[src/rtl/attr_pkg.sv]
// constants shared by the attribute palette stage and its palette memory
// assumes one 200 MHz clock, pixel rate given as a one-cycle enable
package attr_pkg;

	// clock period, for reference by the surrounding timing logic
	localparam int CLK_PERIOD_NS = 5;

	// data register indexes, selected through the index register
	localparam logic [4:0] IDX_PAL_LAST = 5'h0f;
	localparam logic [4:0] IDX_MODE     = 5'h10;
	localparam logic [4:0] IDX_BORDER   = 5'h11;
	localparam logic [4:0] IDX_PLANE    = 5'h12;
	localparam logic [4:0] IDX_SHIFT    = 5'h13;
	localparam logic [4:0] IDX_CSEL     = 5'h14;

	// index register fields
	localparam int IDXF_PAL_SRC = 5;
	localparam int IDXF_WIDTH   = 6;

	// attr_mode_control field positions
	localparam int MODE_SRC_SEL    = 7;
	localparam int MODE_PIX_W      = 6;
	localparam int MODE_PAN_COMPAT = 5;
	localparam int MODE_BLINK      = 3;
	localparam int MODE_LGFX       = 2;
	localparam int MODE_MONO       = 1;
	localparam int MODE_GFX        = 0;

	// writable bits of attr_mode_control, bit 4 is reserved
	localparam logic [7:0] MODE_WMASK = 8'hef;

	// reset values
	localparam logic [5:0] RST_INDEX  = 6'h00;
	localparam logic [7:0] RST_MODE   = 8'h00;
	localparam logic [7:0] RST_BORDER = 8'h00;
	localparam logic [3:0] RST_PLANE  = 4'hf;
	localparam logic [3:0] RST_SHIFT  = 4'h0;
	localparam logic [3:0] RST_CSEL   = 4'h0;
	localparam logic [5:0] RST_PAL    = 6'h00;

	// line-graphics character code range
	localparam logic [7:0] LGFX_FIRST = 8'hc0;
	localparam logic [7:0] LGFX_LAST  = 8'hdf;

	// panning limits, delay line holds PAN_MAX+1 pixels
	localparam logic [3:0] PAN_MAX    = 4'h8;
	localparam logic [3:0] PAN_STD_LIM = 4'h7;

	// palette geometry
	localparam int PAL_ENTRIES = 16;
	localparam int PAL_W       = 6;

endpackage

[src/rtl/palette_ram.sv]
// sixteen-entry palette store with one write and two registered reads
// assumes writes and reads are qualified by single-cycle enables
`timescale 1ns/1ps
module palette_ram (
	input  wire logic                       clk,     // system clock
	input  wire logic                       rst_n,   // sync reset, low
	input  wire logic                       wr_en,   // write strobe
	input  wire logic [3:0]                 wr_addr, // write entry
	input  wire logic [attr_pkg::PAL_W-1:0] wr_data, // write value
	input  wire logic                       va_en,   // video read enable
	input  wire logic [3:0]                 va_addr, // video read entry
	output logic      [attr_pkg::PAL_W-1:0] va_q,    // video read data
	input  wire logic                       cb_en,   // cpu read enable
	input  wire logic [3:0]                 cb_addr, // cpu read entry
	output logic      [attr_pkg::PAL_W-1:0] cb_q     // cpu read data
);
	import attr_pkg::*;

	typedef struct packed {
		logic [PAL_ENTRIES-1:0][PAL_W-1:0] arr;
		logic [PAL_W-1:0]                  va;
		logic [PAL_W-1:0]                  cb;
	} ram_state_t;

	ram_state_t s_r;
	ram_state_t s_nxt;

	// read data leave from a register so the caller sees a fixed latency
	always_comb begin
		s_nxt = s_r;
		if (wr_en) begin
			s_nxt.arr[wr_addr] = wr_data;
		end
		if (va_en) begin
			s_nxt.va = s_r.arr[va_addr];
		end
		if (cb_en) begin
			s_nxt.cb = s_r.arr[cb_addr];
		end
	end

	always_ff @(posedge clk) begin
		if (!rst_n) begin
			s_r <= '{arr: {PAL_ENTRIES{RST_PAL}}, va: RST_PAL, cb: RST_PAL};
		end else begin
			s_r <= s_nxt;
		end
	end

	assign va_q = s_r.va;
	assign cb_q = s_r.cb;
endmodule

[src/rtl/attribute_palette_controller.sv]
// attribute stage: indexed register pair, palette lookup, panning,
// blink, ninth dot, border and colour-select merge toward the dac
// assumes pixel data arrive one pixel per pix_en pulse, and that the
// crt controller drives line compare, vertical sync and border timing
`timescale 1ns/1ps
module attribute_palette_controller (
	input  wire logic       clk,             // 200 MHz system clock
	input  wire logic       rst_n,           // sync reset, low
	input  wire logic       io_wr,           // write strobe, shared port
	input  wire logic [7:0] io_wdata,        // write data
	input  wire logic       io_rd,           // read strobe, read port
	input  wire logic       status1_rd,      // status one was read
	output logic      [7:0] io_rdata,        // read data
	output logic            rd_valid,        // read data valid pulse
	input  wire logic       pix_en,          // one pulse per pixel
	input  wire logic [3:0] dot_planes,      // plane bits, graphics
	input  wire logic [7:0] pix_byte,        // full byte, byte mode
	input  wire logic [7:0] char_code,       // character code, text
	input  wire logic [7:0] char_attr,       // attribute byte, text
	input  wire logic       glyph_dot,       // font dot, text
	input  wire logic       dot_ninth,       // this is the ninth dot
	input  wire logic       nine_dot_mode,   // nine-dot text timing
	input  wire logic       border_active,   // pixel lies in border
	input  wire logic       line_cmp_match,  // line compare hit pulse
	input  wire logic       vsync,           // vertical sync
	input  wire logic       blink_phase,     // high hides blinking text
	output logic      [7:0] dac_pixel_index, // index toward the dac
	output logic            pan_forced       // panning held at zero
);
	import attr_pkg::*;

	typedef struct packed {
		logic                  ff;       // 0 index phase, 1 data phase
		logic [IDXF_WIDTH-1:0] index;
		logic [7:0]            mode;
		logic [7:0]            border;
		logic [3:0]            planes;
		logic [3:0]            shift;
		logic [3:0]            csel;
		logic                  hold;     // panning held at zero
		logic                  prev_dot; // eighth dot memory
		logic [8:0][7:0]       line;     // panning delay line
		logic [8:0]            brd;      // border flags, fixed delay
		logic [7:0]            tap;
		logic                  brd_q;
		logic [7:0]            dac;
		logic                  rd_pend;
		logic [4:0]            rd_idx;
		logic [7:0]            rdata;
		logic                  rd_vld;
	} ctl_state_t;

	ctl_state_t s_r;
	ctl_state_t s_nxt;

	logic [PAL_W-1:0] pal_va;
	logic [PAL_W-1:0] pal_cb;
	logic             pal_we;
	logic [3:0]       sh_eff;
	logic [3:0]       tap_sel;

	// effective pixel shift for the programmed value and mode
	function automatic logic [3:0] pan_count(input logic [3:0] raw,
	                                         input logic       byte_mode,
	                                         input logic       nine);
		logic [3:0] c;
		c = 4'h0;
		if (byte_mode) begin
			if (!raw[0] && raw <= PAN_STD_LIM) begin
				c = {2'b00, raw[2:1]};
			end
		end else if (nine) begin
			if (raw <= PAN_STD_LIM) begin
				c = raw + 4'h1;
			end
		end else if (raw <= PAN_STD_LIM) begin
			c = raw;
		end
		return c;
	endfunction

	// line-graphics codes get a ninth dot copied from the eighth
	function automatic logic in_lgfx(input logic [7:0] code);
		return (code >= LGFX_FIRST) && (code <= LGFX_LAST);
	endfunction

	// palette entries live in their own store; video reads per pixel
	assign pal_we = io_wr && s_r.ff && (s_r.index[4:0] <= IDX_PAL_LAST);

	palette_ram u_pal (
		.clk     (clk),
		.rst_n   (rst_n),
		.wr_en   (pal_we),
		.wr_addr (s_r.index[3:0]),
		.wr_data (io_wdata[PAL_W-1:0]),
		.va_en   (pix_en),
		.va_addr (s_r.line[tap_sel][3:0]),
		.va_q    (pal_va),
		.cb_en   (io_rd),
		.cb_addr (s_r.index[3:0]),
		.cb_q    (pal_cb)
	);

	// zero shift while a line-compare hold is in force
	assign sh_eff = (s_r.hold && s_r.mode[MODE_PAN_COMPAT]) ? 4'h0 :
	                pan_count(s_r.shift, s_r.mode[MODE_PIX_W],
	                          nine_dot_mode);
	// newest pixel at 0; a larger shift taps a younger pixel
	assign tap_sel = PAN_MAX - sh_eff;

	always_comb begin
		logic [3:0] fg;
		logic [3:0] bg;
		logic [3:0] c4;
		logic [7:0] c8;
		logic       dot;
		logic       blink_on;
		fg = char_attr[3:0];
		bg = 4'h0;
		c4 = 4'h0;
		c8 = 8'h00;
		dot = 1'b0;
		blink_on = s_r.mode[MODE_BLINK];
		s_nxt = s_r;

		// index/data flip-flop; the status read wins over a write
		if (status1_rd) begin
			s_nxt.ff = 1'b0;
		end else if (io_wr) begin
			s_nxt.ff = ~s_r.ff;
		end

		// register writes; reserved bits are dropped here
		if (io_wr && !s_r.ff) begin
			s_nxt.index = io_wdata[IDXF_WIDTH-1:0];
		end else if (io_wr) begin
			if (s_r.index[4:0] == IDX_MODE) begin
				s_nxt.mode = io_wdata & MODE_WMASK;
			end else if (s_r.index[4:0] == IDX_BORDER) begin
				s_nxt.border = io_wdata;
			end else if (s_r.index[4:0] == IDX_PLANE) begin
				s_nxt.planes = io_wdata[3:0];
			end else if (s_r.index[4:0] == IDX_SHIFT) begin
				s_nxt.shift = io_wdata[3:0];
			end else if (s_r.index[4:0] == IDX_CSEL) begin
				s_nxt.csel = io_wdata[3:0];
			end
		end

		// reads take two cycles because the palette store is registered
		s_nxt.rd_pend = io_rd;
		s_nxt.rd_vld = s_r.rd_pend;
		if (io_rd) begin
			s_nxt.rd_idx = s_r.index[4:0];
		end
		if (s_r.rd_pend) begin
			if (s_r.rd_idx <= IDX_PAL_LAST) begin
				s_nxt.rdata = {2'b00, pal_cb};
			end else if (s_r.rd_idx == IDX_MODE) begin
				s_nxt.rdata = s_r.mode;
			end else if (s_r.rd_idx == IDX_BORDER) begin
				s_nxt.rdata = s_r.border;
			end else if (s_r.rd_idx == IDX_PLANE) begin
				s_nxt.rdata = {4'h0, s_r.planes};
			end else if (s_r.rd_idx == IDX_SHIFT) begin
				s_nxt.rdata = {4'h0, s_r.shift};
			end else if (s_r.rd_idx == IDX_CSEL) begin
				s_nxt.rdata = {4'h0, s_r.csel};
			end else begin
				s_nxt.rdata = 8'h00;               // unmapped index
			end
		end

		// line compare sets the hold, vertical sync ends it; set wins
		if (s_r.mode[MODE_PAN_COMPAT] && line_cmp_match) begin
			s_nxt.hold = 1'b1;
		end else if (vsync) begin
			s_nxt.hold = 1'b0;
		end

		// ninth dot: copy of the eighth only for line-graphics codes
		if (dot_ninth) begin
			dot = s_r.mode[MODE_LGFX] && in_lgfx(char_code) &&
			      s_r.prev_dot;
		end else begin
			dot = glyph_dot;
		end
		// top attribute bit: blink enable or background intensity
		if (blink_on) begin
			bg = {1'b0, char_attr[6:4]};
			if (char_attr[7] && blink_phase) begin
				dot = 1'b0;
			end
		end else begin
			bg = char_attr[7:4];
		end
		if (s_r.mode[MODE_GFX]) begin
			c4 = dot_planes;
		end else begin
			c4 = dot ? fg : bg;
		end
		// monochrome: on/off from bit 0, intensity from bit 3
		if (s_r.mode[MODE_MONO]) begin
			c4 = {c4[3], {3{c4[0]}}};
		end
		if (s_r.mode[MODE_PIX_W]) begin
			c8 = pix_byte;
		end else begin
			c8 = {4'h0, c4 & s_r.planes};
		end

		// pixel pipeline: delay line, tap, then dac index merge
		if (pix_en) begin
			if (!dot_ninth) begin
				s_nxt.prev_dot = glyph_dot;
			end
			s_nxt.line = {s_r.line[7:0], c8};
			s_nxt.brd = {s_r.brd[7:0], border_active};
			s_nxt.tap = s_r.line[tap_sel];
			s_nxt.brd_q = s_r.brd[PAN_MAX];
			if (s_r.brd_q || !s_r.index[IDXF_PAL_SRC]) begin
				s_nxt.dac = s_r.border;
			end else if (s_r.mode[MODE_PIX_W]) begin
				s_nxt.dac = s_r.tap;
			end else if (s_r.mode[MODE_SRC_SEL]) begin
				s_nxt.dac = {s_r.csel, pal_va[3:0]};
			end else begin
				s_nxt.dac = {s_r.csel[3:2], pal_va};
			end
		end
	end

	always_ff @(posedge clk) begin
		if (!rst_n) begin
			s_r <= '{ff: 1'b0, index: RST_INDEX, mode: RST_MODE,
			         border: RST_BORDER, planes: RST_PLANE,
			         shift: RST_SHIFT, csel: RST_CSEL, hold: 1'b0,
			         prev_dot: 1'b0, line: '0, brd: '0, tap: 8'h00,
			         brd_q: 1'b0, dac: 8'h00, rd_pend: 1'b0,
			         rd_idx: 5'h00, rdata: 8'h00, rd_vld: 1'b0};
		end else begin
			s_r <= s_nxt;
		end
	end

	assign io_rdata        = s_r.rdata;
	assign rd_valid        = s_r.rd_vld;
	assign dac_pixel_index = s_r.dac;
	assign pan_forced      = s_r.hold;
endmodule

[config.mk]
export PLATFORM = sky130hd
export DESIGN_NAME = attribute_palette_controller
export DESIGN_NICKNAME = d
export VERILOG_FILES = /design/src/rtl/attr_pkg.sv /design/src/rtl/palette_ram.sv /design/src/rtl/attribute_palette_controller.sv
export SDC_FILE = /design/constraint.sdc
export NUM_CORES = 1
export LEC_CHECK = 0
export ABC_AREA = 1
export BUFFER_PORTS_ARGS = -buffer_cell sky130_fd_sc_hd__buf_2
export CORE_ASPECT_RATIO = 1.5
export CORE_MARGIN = 1
export CORE_UTILIZATION = 69
export CTS_BUF_LIST = sky130_fd_sc_hd__clkbuf_2
export CTS_CLUSTER_SIZE = 8
export DETAILED_ROUTE_END_ITERATION = 8
export GPL_ROUTABILITY_DRIVEN = 1
export GPL_TIMING_DRIVEN = 0
export PLACE_DENSITY = 0.93
export SETUP_SLACK_MARGIN = 0.05
export SYNTH_ARGS = -nofsm -noshare
export SYNTH_HDL_FRONTEND = slang
export SYNTH_HIERARCHICAL = 1
export SYNTH_SLANG_ARGS = --single-unit
[constraint.sdc]
create_clock -name clk -period 7.48 [get_ports clk]
set_input_delay 1.122 -clock clk [delete_from_list [all_inputs] [get_ports clk]]
set_output_delay 1.122 -clock clk [all_outputs]
set_load 0.05 [all_outputs]
### Word level (Yosys, flattened, before mapping)

Index checks and enable logic that the tools add are counted.

| storage, ports and cells | value |
|---|---|
| flip-flop bits (word level) | 257 |
| input port bits | 49 |
| logic and storage cells | 131 |

| operators by class | value |
|---|---|
| $add $sub $neg | 2 |
| order comparisons | 9 |
| equal/unequal tests | 10 |
| muxes and demuxes | 34 |
| bitwise logic cells | 9 |
| reductions and logical operators | 23 |

Operators by type and width:

| cell | number |
|---|---|
| bitwise mux 96 bit | 1 |
| two-way mux 8 bit | 7 |
| == test 5 bit (second input constant) | 10 |
| binary-select mux 6 bit (select 4 bit) | 2 |
| two-way mux 4 bit | 11 |
| binary-select mux 8 bit (select 4 bit) | 1 |
| demux 6 bit (select 4 bit) | 1 |
| two-way mux 6 bit | 4 |
| less-than comparator 4 x 5 -> 1 bit (second input constant) | 3 |
| logical AND 1 bit | 11 |
| <= comparator 5 x 4 -> 1 bit (second input constant) | 2 |
| greater-or-equal comparator 8 bit (second input constant) | 1 |
| <= comparator 8 bit (second input constant) | 1 |
| inverter 1 bit | 8 |
| AND reduction 7 bit | 1 |
| AND reduction 6 bit | 1 |
| two-way mux 1 bit | 5 |
| AND reduction 5 bit | 1 |
| adder 4 x 1 -> 4 bit (second input constant) | 1 |
| bitwise AND 4 bit | 1 |
| greater-or-equal comparator 4 x 1 -> 1 bit (second input constant) | 1 |
| <= comparator 4 x 3 -> 1 bit (second input constant) | 1 |
| AND reduction 4 bit | 1 |
| subtractor 4 bit (first input constant) | 1 |
| other kinds (8) | 10 |

### Longest topological paths before layout

Gate-level depths: netlist (run 1).

| depth | value |
|---|---|
| depth after elaboration | 12 |
| mapped depth | 25 |

### Hierarchy

Netlist (run 1), hierarchy kept.

Modules (own cells, without submodules):

| module | times used | cells each | area each (sq um) | seq. area each (sq um) |
|---|---|---|---|---|
| attribute_palette_controller | 1 | 966 | 6954.2 | 2982.9 |
| palette_ram | 1 | 960 | 5805.6 | 2162.1 |

### Worst setup path after synthesis (run 1)

Ideal clock, no wire load.

| timing | value |
|---|---|
| path type | input port to flip-flop |
| from | input nine_dot_mode |
| to | register u_pal.s_r (netlist bit u_pal/va_q[3]) |
| library setup time | 0.109 ns |
| arrival | 3.440 ns |
| setup slack | 3.931 ns |
| stages | 20 |
| path buffers | 4 |
| path through | nor2_1 -> a21oi_2 -> nand3_4 -> buf_4 -> ha_1 -> inv_1 -> clkbuf_1 -> nand3_1 -> nand3_2 -> nand3_2 -> nand2_1 -> buf_2 -> clkbuf_1 -> nand3_1 -> nand3_1 -> nand2_1 -> nand2_1 -> nand3_1 -> nand2_1 -> inv_1 |

| between the ends | value |
|---|---|
| cells in the longest elaborated chain, start to end | 8 |

RTL lines:

| what | line | source |
|---|---|---|
| start: declaration | attribute_palette_controller.sv:22 | `input wire logic nine_dot_mode,` |
| two-way mux 4 bit | attribute_palette_controller.sv:72 | `end else if (nine) begin` |
| two-way mux 4 bit | attribute_palette_controller.sv:68 | `if (byte_mode) begin` |
| two-way mux 4 bit | attribute_palette_controller.sv:105 | `assign sh_eff = (s_r.hold && s_r.mode[MODE_PAN_COMPAT]) ? 4'h0 :` |
| subtractor 4 bit | attribute_palette_controller.sv:109 | `assign tap_sel = PAN_MAX - sh_eff;` |
| binary-select mux 8 bit (select 4 bit) | attribute_palette_controller.sv:97 | `.va_addr (s_r.line[tap_sel][3:0]),` |
| two-way mux 8 bit | n/a |  |
| binary-select mux 6 bit (select 4 bit) | palette_ram.sv:35 | `s_nxt.va = s_r.arr[va_addr];` |
| two-way mux 6 bit (not written as such) | palette_ram.sv:35 |  |
| end signal: assignment | palette_ram.sv:44 | `s_r <= '{arr: {PAL_ENTRIES{RST_PAL}}, va: RST_PAL, cb: RST_PAL};` |
| end signal: assignment | palette_ram.sv:46 | `s_r <= s_nxt;` |
| end: declaration | palette_ram.sv:25 | `ram_state_t s_r;` |

Every way passes these cells. The select of a mux whose other input is x is not followed.
A chain may end at the register's enable or synchronous reset.

==> results of run 1 <==
stage by stage:
stage	hold WS [ns]	area [um2]	total power, mW	worst slack, ns
5_1_grt	0.438	13900	3.03	3.09
6_report	0.406	13900	2.94	3.18
3_3_place_gp	0.446	13300	1.95	2.88
4_1_cts	0.422	13900	2.90	3.51
2_1_floorplan	0.430	12800	1.79	3.93
3_5_place_dp	0.451	13300	1.95	2.86
flip-flops by register name, summed over array words and instances, names as in the netlist, 6 cells and up:
signal,count
u_pal/s_r,96
dac_pixel_index,8
s_r,130
u_pal/va_q,6
u_pal/cb_q,6
io_rdata,8
cells in the mapped netlist:
cell type  count
nand3_4        1
a21oi_2        1
nand2_2        1
buf_6          5
o21ai_0      236
a41oi_1        1
ha_1           2
a31oi_1        1
nand2_1      371
clkbuf_1      74
xnor2_1        1
nor2_4         1
buf_4         40
o22ai_1        1
nand3_2        8
nor3_1         6
xor2_2         1
xor2_1         1
clkinv_1       1
buf_2         22
buf_1          1
inv_2          5
inv_6          1
a211oi_1       1
nor4_1         2
nand3b_1      15
or2_2          1
nor4_2         1
nand2_4        1
nand4_1       14
o211ai_1      16
nand3_1      251
nor2_2         3
a21oi_1      158
dfxtp_1      257
nor2_1       262
inv_1        162
critical path: stages, from the launching register on:
cell      delay, ns
dfxtp_1        0.42
nor2_2         0.20
nand2_1        0.07
nand2_1        0.22
nand3_4        0.24
buf_4          0.27
ha_1           0.33
inv_1          0.07
clkbuf_1       0.45
nand3_1        0.17
nand3_2        0.10
nand3_2        0.09
nand2_1        0.27
inv_2          0.08
buf_4          0.20
buf_2          0.20
nand2_1        0.10
nand3_1        0.10
nand3_1        0.24
nand2_1        0.11
nand2_1        0.08
nand3_1        0.06
nand2_1        0.08
inv_1          0.04
final timing paths:
path	startpoint	end	slack, ns	cells past startpoint
setup / recovery	s_r[119]	u_pal/va_q[0]	3.18	23
hold reg to reg	s_r[54]	s_r[62]	0.45	2
setup reg to reg	s_r[119]	u_pal/va_q[0]	3.18	23
hold / removal	pix_byte[4]	s_r[45]	0.41	3
logic make-up after synthesis:
logic type                 count (synthesis)
and+or+nand+nor                          938
AOI/OAI and AO/OA                        415
buffers and inverters                    311
DFF                                      257
xor gates and xnor gates                   3
adders and majority gates                  2
routing by layer:
metal	GRT usage, %	routed length (um)
met5	0	0
met2	82.7	21700
met4	51.0	5670
met1	45.5	14600
met3	13.9	4300
power groups by stage:
| stage | registers [mW] | logic, mW | clock network, mW |
|---|---|---|---|
| final | 1.45 | 0.508 | 0.983 |
| after global placement | 1.48 | 0.471 | 0 |
| after floorplan | 1.47 | 0.320 | 0 |
| after detailed placement | 1.48 | 0.478 | 0 |
| after global routing | 1.45 | 0.539 | 1.03 |
| after CTS | 1.45 | 0.481 | 0.972 |
cell type report:
cell class / count / area (um2)
multi-input cells: 1358 / 6230
well taps: 217 / 272
plain buffers: 142 / 748
fillers: 1463 / 4100
repair buffers: 61 / 305
clock buffers: 84 / 420
clock inverters: 19 / 156
inverters: 169 / 639
diodes: 2 / 5.00
flip-flops and latches: 257 / 5140
==> key figures, run 1 <==
Logic synthesis
  – Cell Area, Synth: 12800 um2
  – Yosys warns: 6
  – Synth Area in Simple Gates: 31.7%
  – Synth Area in Compound Gates: 16.7%
  – Main combinational cell family by area after synthesis: simple AND/OR/NAND/NOR gates
  – Area contributors post-synth: dfxtp_1 (40%), nand2_1 (11%), nand3_1 (9.8%)
  – Synth top area share: slightly above 40%
  – Yosys top cell by area: dfxtp_1
  – Mux cell area share after synthesis: 0%
  – Post-Syn Instances: between 1500 and 2000
  – Syn_nets: just under 2000
  – Sequential area share after synthesis: approximately two fifths
  – Syn avg cell area: about 6.6 um2
  – Post-Synth Adder-Cell Area: less than 1%
  – Xor and xnor fraction of the mapped netlist area: 0.265%
  – Yosys cell types: 37
  – Flop and latch count out of synthesis: about 260

Clock network
  – H-tree depth: 2
  – Post-CTS sizing: 0
  – Clock latency on the worst-skew pair: just under 1 ns
  – Bufs on Longest Clock Path: 3
  – Total number of clock tree sinks: around 260
  – TritonCTS clock tree: built
  – CTS root buf: clkbuf_2
  – TritonCTS Buffers: 58
  – Clock transition at path regs: between 0.1 and 0.15 ns
  – Setup bufs post-CTS: 0
  – Post-CTS Hold Fix Bufs: 0

Layout
  – Layout Cells excl Fill: about 2300
  – Final Core Density: a little under 80%
  – Final nets: ~2100
  – Layout cells sized above 1: between 10% and 20%
  – P&R area growth vs syn: 9.08%
  – Most frequent cells in the layout: nand2_1 (371), nor2_1 (262), dfxtp_1 (257)
  – Commonest non-fill, non-tap cell in the layout: nand2_1

Timing
  – Final Max Slew Viols: 0
  – Worst slew pin tran: ~0.86 ns
  – Hold Vio Cnt, Final: 0
  – Setup TNS: 0 ns
  – Worst rel slew slack: between 40% and 50%
  – Tcrit/Tclk final: between 50% and 60%
  – Final Critical Period: roughly 4.3 ns
  – Final Skew: approximately 0.091 ns
  – Endpoints failing setup: 0
  – RSZ-0062 raised after global routing: no
  – Max Freq: 233 MHz

Power and ir drop
  – Leak: between 6 and 7 nW
  – Clock share of power: between 30% and 40%
  – Net Switching: around 1 mW
  – Power per cell area: about 210 nW/um2
  – Sw frac: roughly a third
  – Combinational Power Share: roughly 17%
  – Reg power frac: between 40% and 50%
  – Internal power: just under 2 mW
  – Peak supply drop: around 0.15 mV

Placement
  – Placed cell count: around 2200
  – IO buf count: 61
  – Final estimated routing congestion in global placement: 1.10
  – Dpl hpwl: approximately 34000 um

Die
  – Die width: roughly 110 um
  – Core Footprint: 18000 um2
  – DIE HEIGHT: 169 um
  – Initial Utilization: between 70% and 80%
  – IO Pins: 67
  – Die ar.: approximately 19000 um2
  – Row count: 60

GRT
  – Vias in the first global route: approximately 14000
  – Gr ovfl total: 0
  – GR Util All Layers: 48.8%
  – Initial antenna violation count: 2
  – First-pass GRT wire length: ~71000 um
  – Pin count of the biggest net entering global routing: 17

Run
  – Max-cap violation count: 0

Critical path
  – WP data required: a little over 8 ns
  – Data arrival time of the critical path: a little over 5 ns
  – CP Launch Type: flop
  – Critical path peak fanout: 10
  – Crit path capture type: flop
  – WS Path Type: reg2reg

Detailed routing
  – Antenna Nets Post-Route: 0
  – Drt drc: 0
  – Vias per cell: 6.17
  – Routed via count: ~14000
  – DR WL/cell: 20.0 um
  – Final WL: between 40000 and 50000 um
  – DR iter-0 viols: 1600
  – Pre-Repair DR Iteration Count: 6

Run status
  – Outcome: completed

Hold path
  – Worst hold path type: in2reg
(Power assumes the default switching activity.)
==> run 2: changes to the inputs <==
Settings changed: CORE_UTILIZATION 69 to 64, PLACE_DENSITY 0.93 to 0.88.
Clock period 7.48 ns to 4.5 ns, I/O delays scaled along.
==> run 2 against run 1 <==
Largest cell class unchanged. Critical path type unchanged. Power up 61%. Register-to-register slack lost 2.8 ns. Final cell count increased by 1.7%.
==> key figures, run 2 (synthesis gave the netlist of run 1 again) <==
Run status
  – Outcome: completed

Power and ir drop
  – Leak: roughly 6.2 nW
  – Peak supply drop: ~0.23 mV
  – Power per cell area: approximately 340 nW/um2

Timing
  – Tcrit/Tclk final: 91.9%
  – Setup TNS: 0 ns
  – Max Freq: between 200 and 250 MHz
  – RSZ-0062 raised after global routing: no
  – Final Critical Period: 4.14 ns
  – Worst slew pin tran: just over 0.8 ns
  – Hold Vio Cnt, Final: 0
  – Worst rel slew slack: a little over two fifths
  – Endpoints failing setup: 0
  – Min Hold Slack: slightly above 0.04 ns
  – Final Max Slew Viols: 0
  – Final Skew: 0.0818 ns

Clock network
  – TritonCTS clock tree: built
  – TritonCTS Buffers: 57
  – Total number of clock tree sinks: between 200 and 300
  – Clock latency on the worst-skew pair: slightly above 0.9 ns
  – CTS root buf: clkbuf_2
  – H-tree depth: 2
  – Setup bufs post-CTS: 0
  – Clock transition at path regs: between 0.1 and 0.15 ns
  – Bufs on Longest Clock Path: 3

Layout
  – Most frequent cells in the layout: nand2_1 (371), nor2_1 (262), dfxtp_1 (257)
  – P&R area growth vs syn: 9.27%
  – Max reg flops: 130
  – Biggest register: s_r
  – Final Core Density: ~72%
  – Final nets: between 2000 and 2500
  – Layout cells sized above 1: 11.6%
  – Top Registers: s_r x130, u_pal/s_r x96
  – Commonest non-fill, non-tap cell in the layout: nand2_1

GRT
  – Initial antenna violation count: 2
  – GR Util All Layers: between 40 and 50%
  – Vias in the first global route: roughly 13000
  – Pin count of the biggest net entering global routing: 16
  – Gr ovfl total: 0
  – First-pass GRT wire length: roughly 70000 um

Die
  – Row count: 62
  – Die ar.: between 20000 and 25000 um2
  – Core Footprint: a little under 20000 um2
  – DIE HEIGHT: 175 um
  – Initial Utilization: 66.1%
  – IO Pins: 67
  – Die width: roughly 120 um

Critical path
  – Crit-path max cell delay: between 0.4 and 0.5 ns
  – Critical path peak fanout: 10
  – Crit-path cells: nor2_2 > nand2_1 > nand2_1 > nand3_4 > buf_4 > ha_1 > inv_1 > clkbuf_1 > nand3_1 > nand3_1 > nand3_2 > nand2_1 > inv_2 > buf_4 > buf_2 > nand2_1 > nand3_1 > nand3_1 > nand2_1 > nand2_1 > nand3_1 > nand2_1 > inv_1
  – Crit-path most repeated cell: nand2_1
  – CP Launch Type: flop
  – Crit-path slowest cell: clkbuf_1
  – WS Path Type: reg2reg
  – Data arrival time of the critical path: ~5 ns
  – Crit path capture type: flop
  – WP data required: roughly 5.3 ns

Detailed routing
  – Pre-Repair DR Iteration Count: 6
  – DR iter-0 viols: ~1500
  – Antenna Nets Post-Route: 0
  – Routed via count: roughly 14000
  – Drt drc: 0
  – DR WL/cell: about 20 um
  – Vias per cell: between 6 and 7
  – Final WL: 46600 um

Run
  – Max-cap violation count: 0

Placement
  – Dpl hpwl: roughly 33000 um
  – IO buf count: roughly 60
  – Final estimated routing congestion in global placement: ~1.2

Hold path
  – Worst hold path type: in2reg
==> run 2: per-stage QoR <==
step                cell area (um2)  std cells  power (mW)  worst slack [ns]
floorplan                     12800       1926        2.97              1.35
global placement              13400       2243        3.24             0.331
finish                        13900       2349        4.73             0.364
detailed placement            13400       2243        3.25             0.283
global route                  13900       2348        4.92             0.106
CTS                           13900       2345        4.68             0.468
==> run 2: layer usage <==
metal  vias to the layer above  GRT usage (%)  part of all wire [%]
met5                         -              0                     0
met4                         0           42.7                    10
met3                       310           17.3                    11
met2                       940           74.9                    46
met1                      6406           45.3                    33
li1                       6567              -                     -
==> run 2: critical path: cells and delay by family (launching register included) <==
family                   cells  cell delay (ns)
buffers and inverters        7             1.26
adder cells (fa/ha/maj)      1             0.33
AND/OR/NAND/NOR             15             2.09
flip-flops                   1             0.40
==> run 2: report_power, final <==
group	switching (mW)	internal (mW)	total, mW
logic	0.601	0.244	0.845
registers	0.0530	2.35	2.41
clock network	0.921	0.560	1.48
==> run 2: final timing paths <==
| kind | slack (ns) | cells after the start | endpoint | startpoint |
|---|---|---|---|---|
| setup / recovery | 0.36 | 23 | u_pal/va_q[0] | s_r[119] |
| hold / removal | 0.04 | 4 | pan_forced | vsync |
| setup reg to reg | 0.36 | 23 | u_pal/va_q[0] | s_r[119] |
| hold reg to reg | 0.42 | 2 | s_r[71] | s_r[63] |
==> run 2: layout make-up <==
cell class              count  area, um2
plain buffers             142        749
fillers                  1715       5370
flip-flops and latches    257       5140
inverters                 169        639
clock buffers              86        430
well taps                 256        320
diodes                      2       5.00
repair buffers             65        345
clock inverters            14       80.1
multi-input cells        1358       6230
==> run 2: what timing repair did <==
item / 4_1_cts / 5_1_grt
resized for setup: 0 / 2
endpoints found under the hold margin: 2 / 2
hold buffers: 2 / 2
endpoints found under the setup margin: 0 / 6
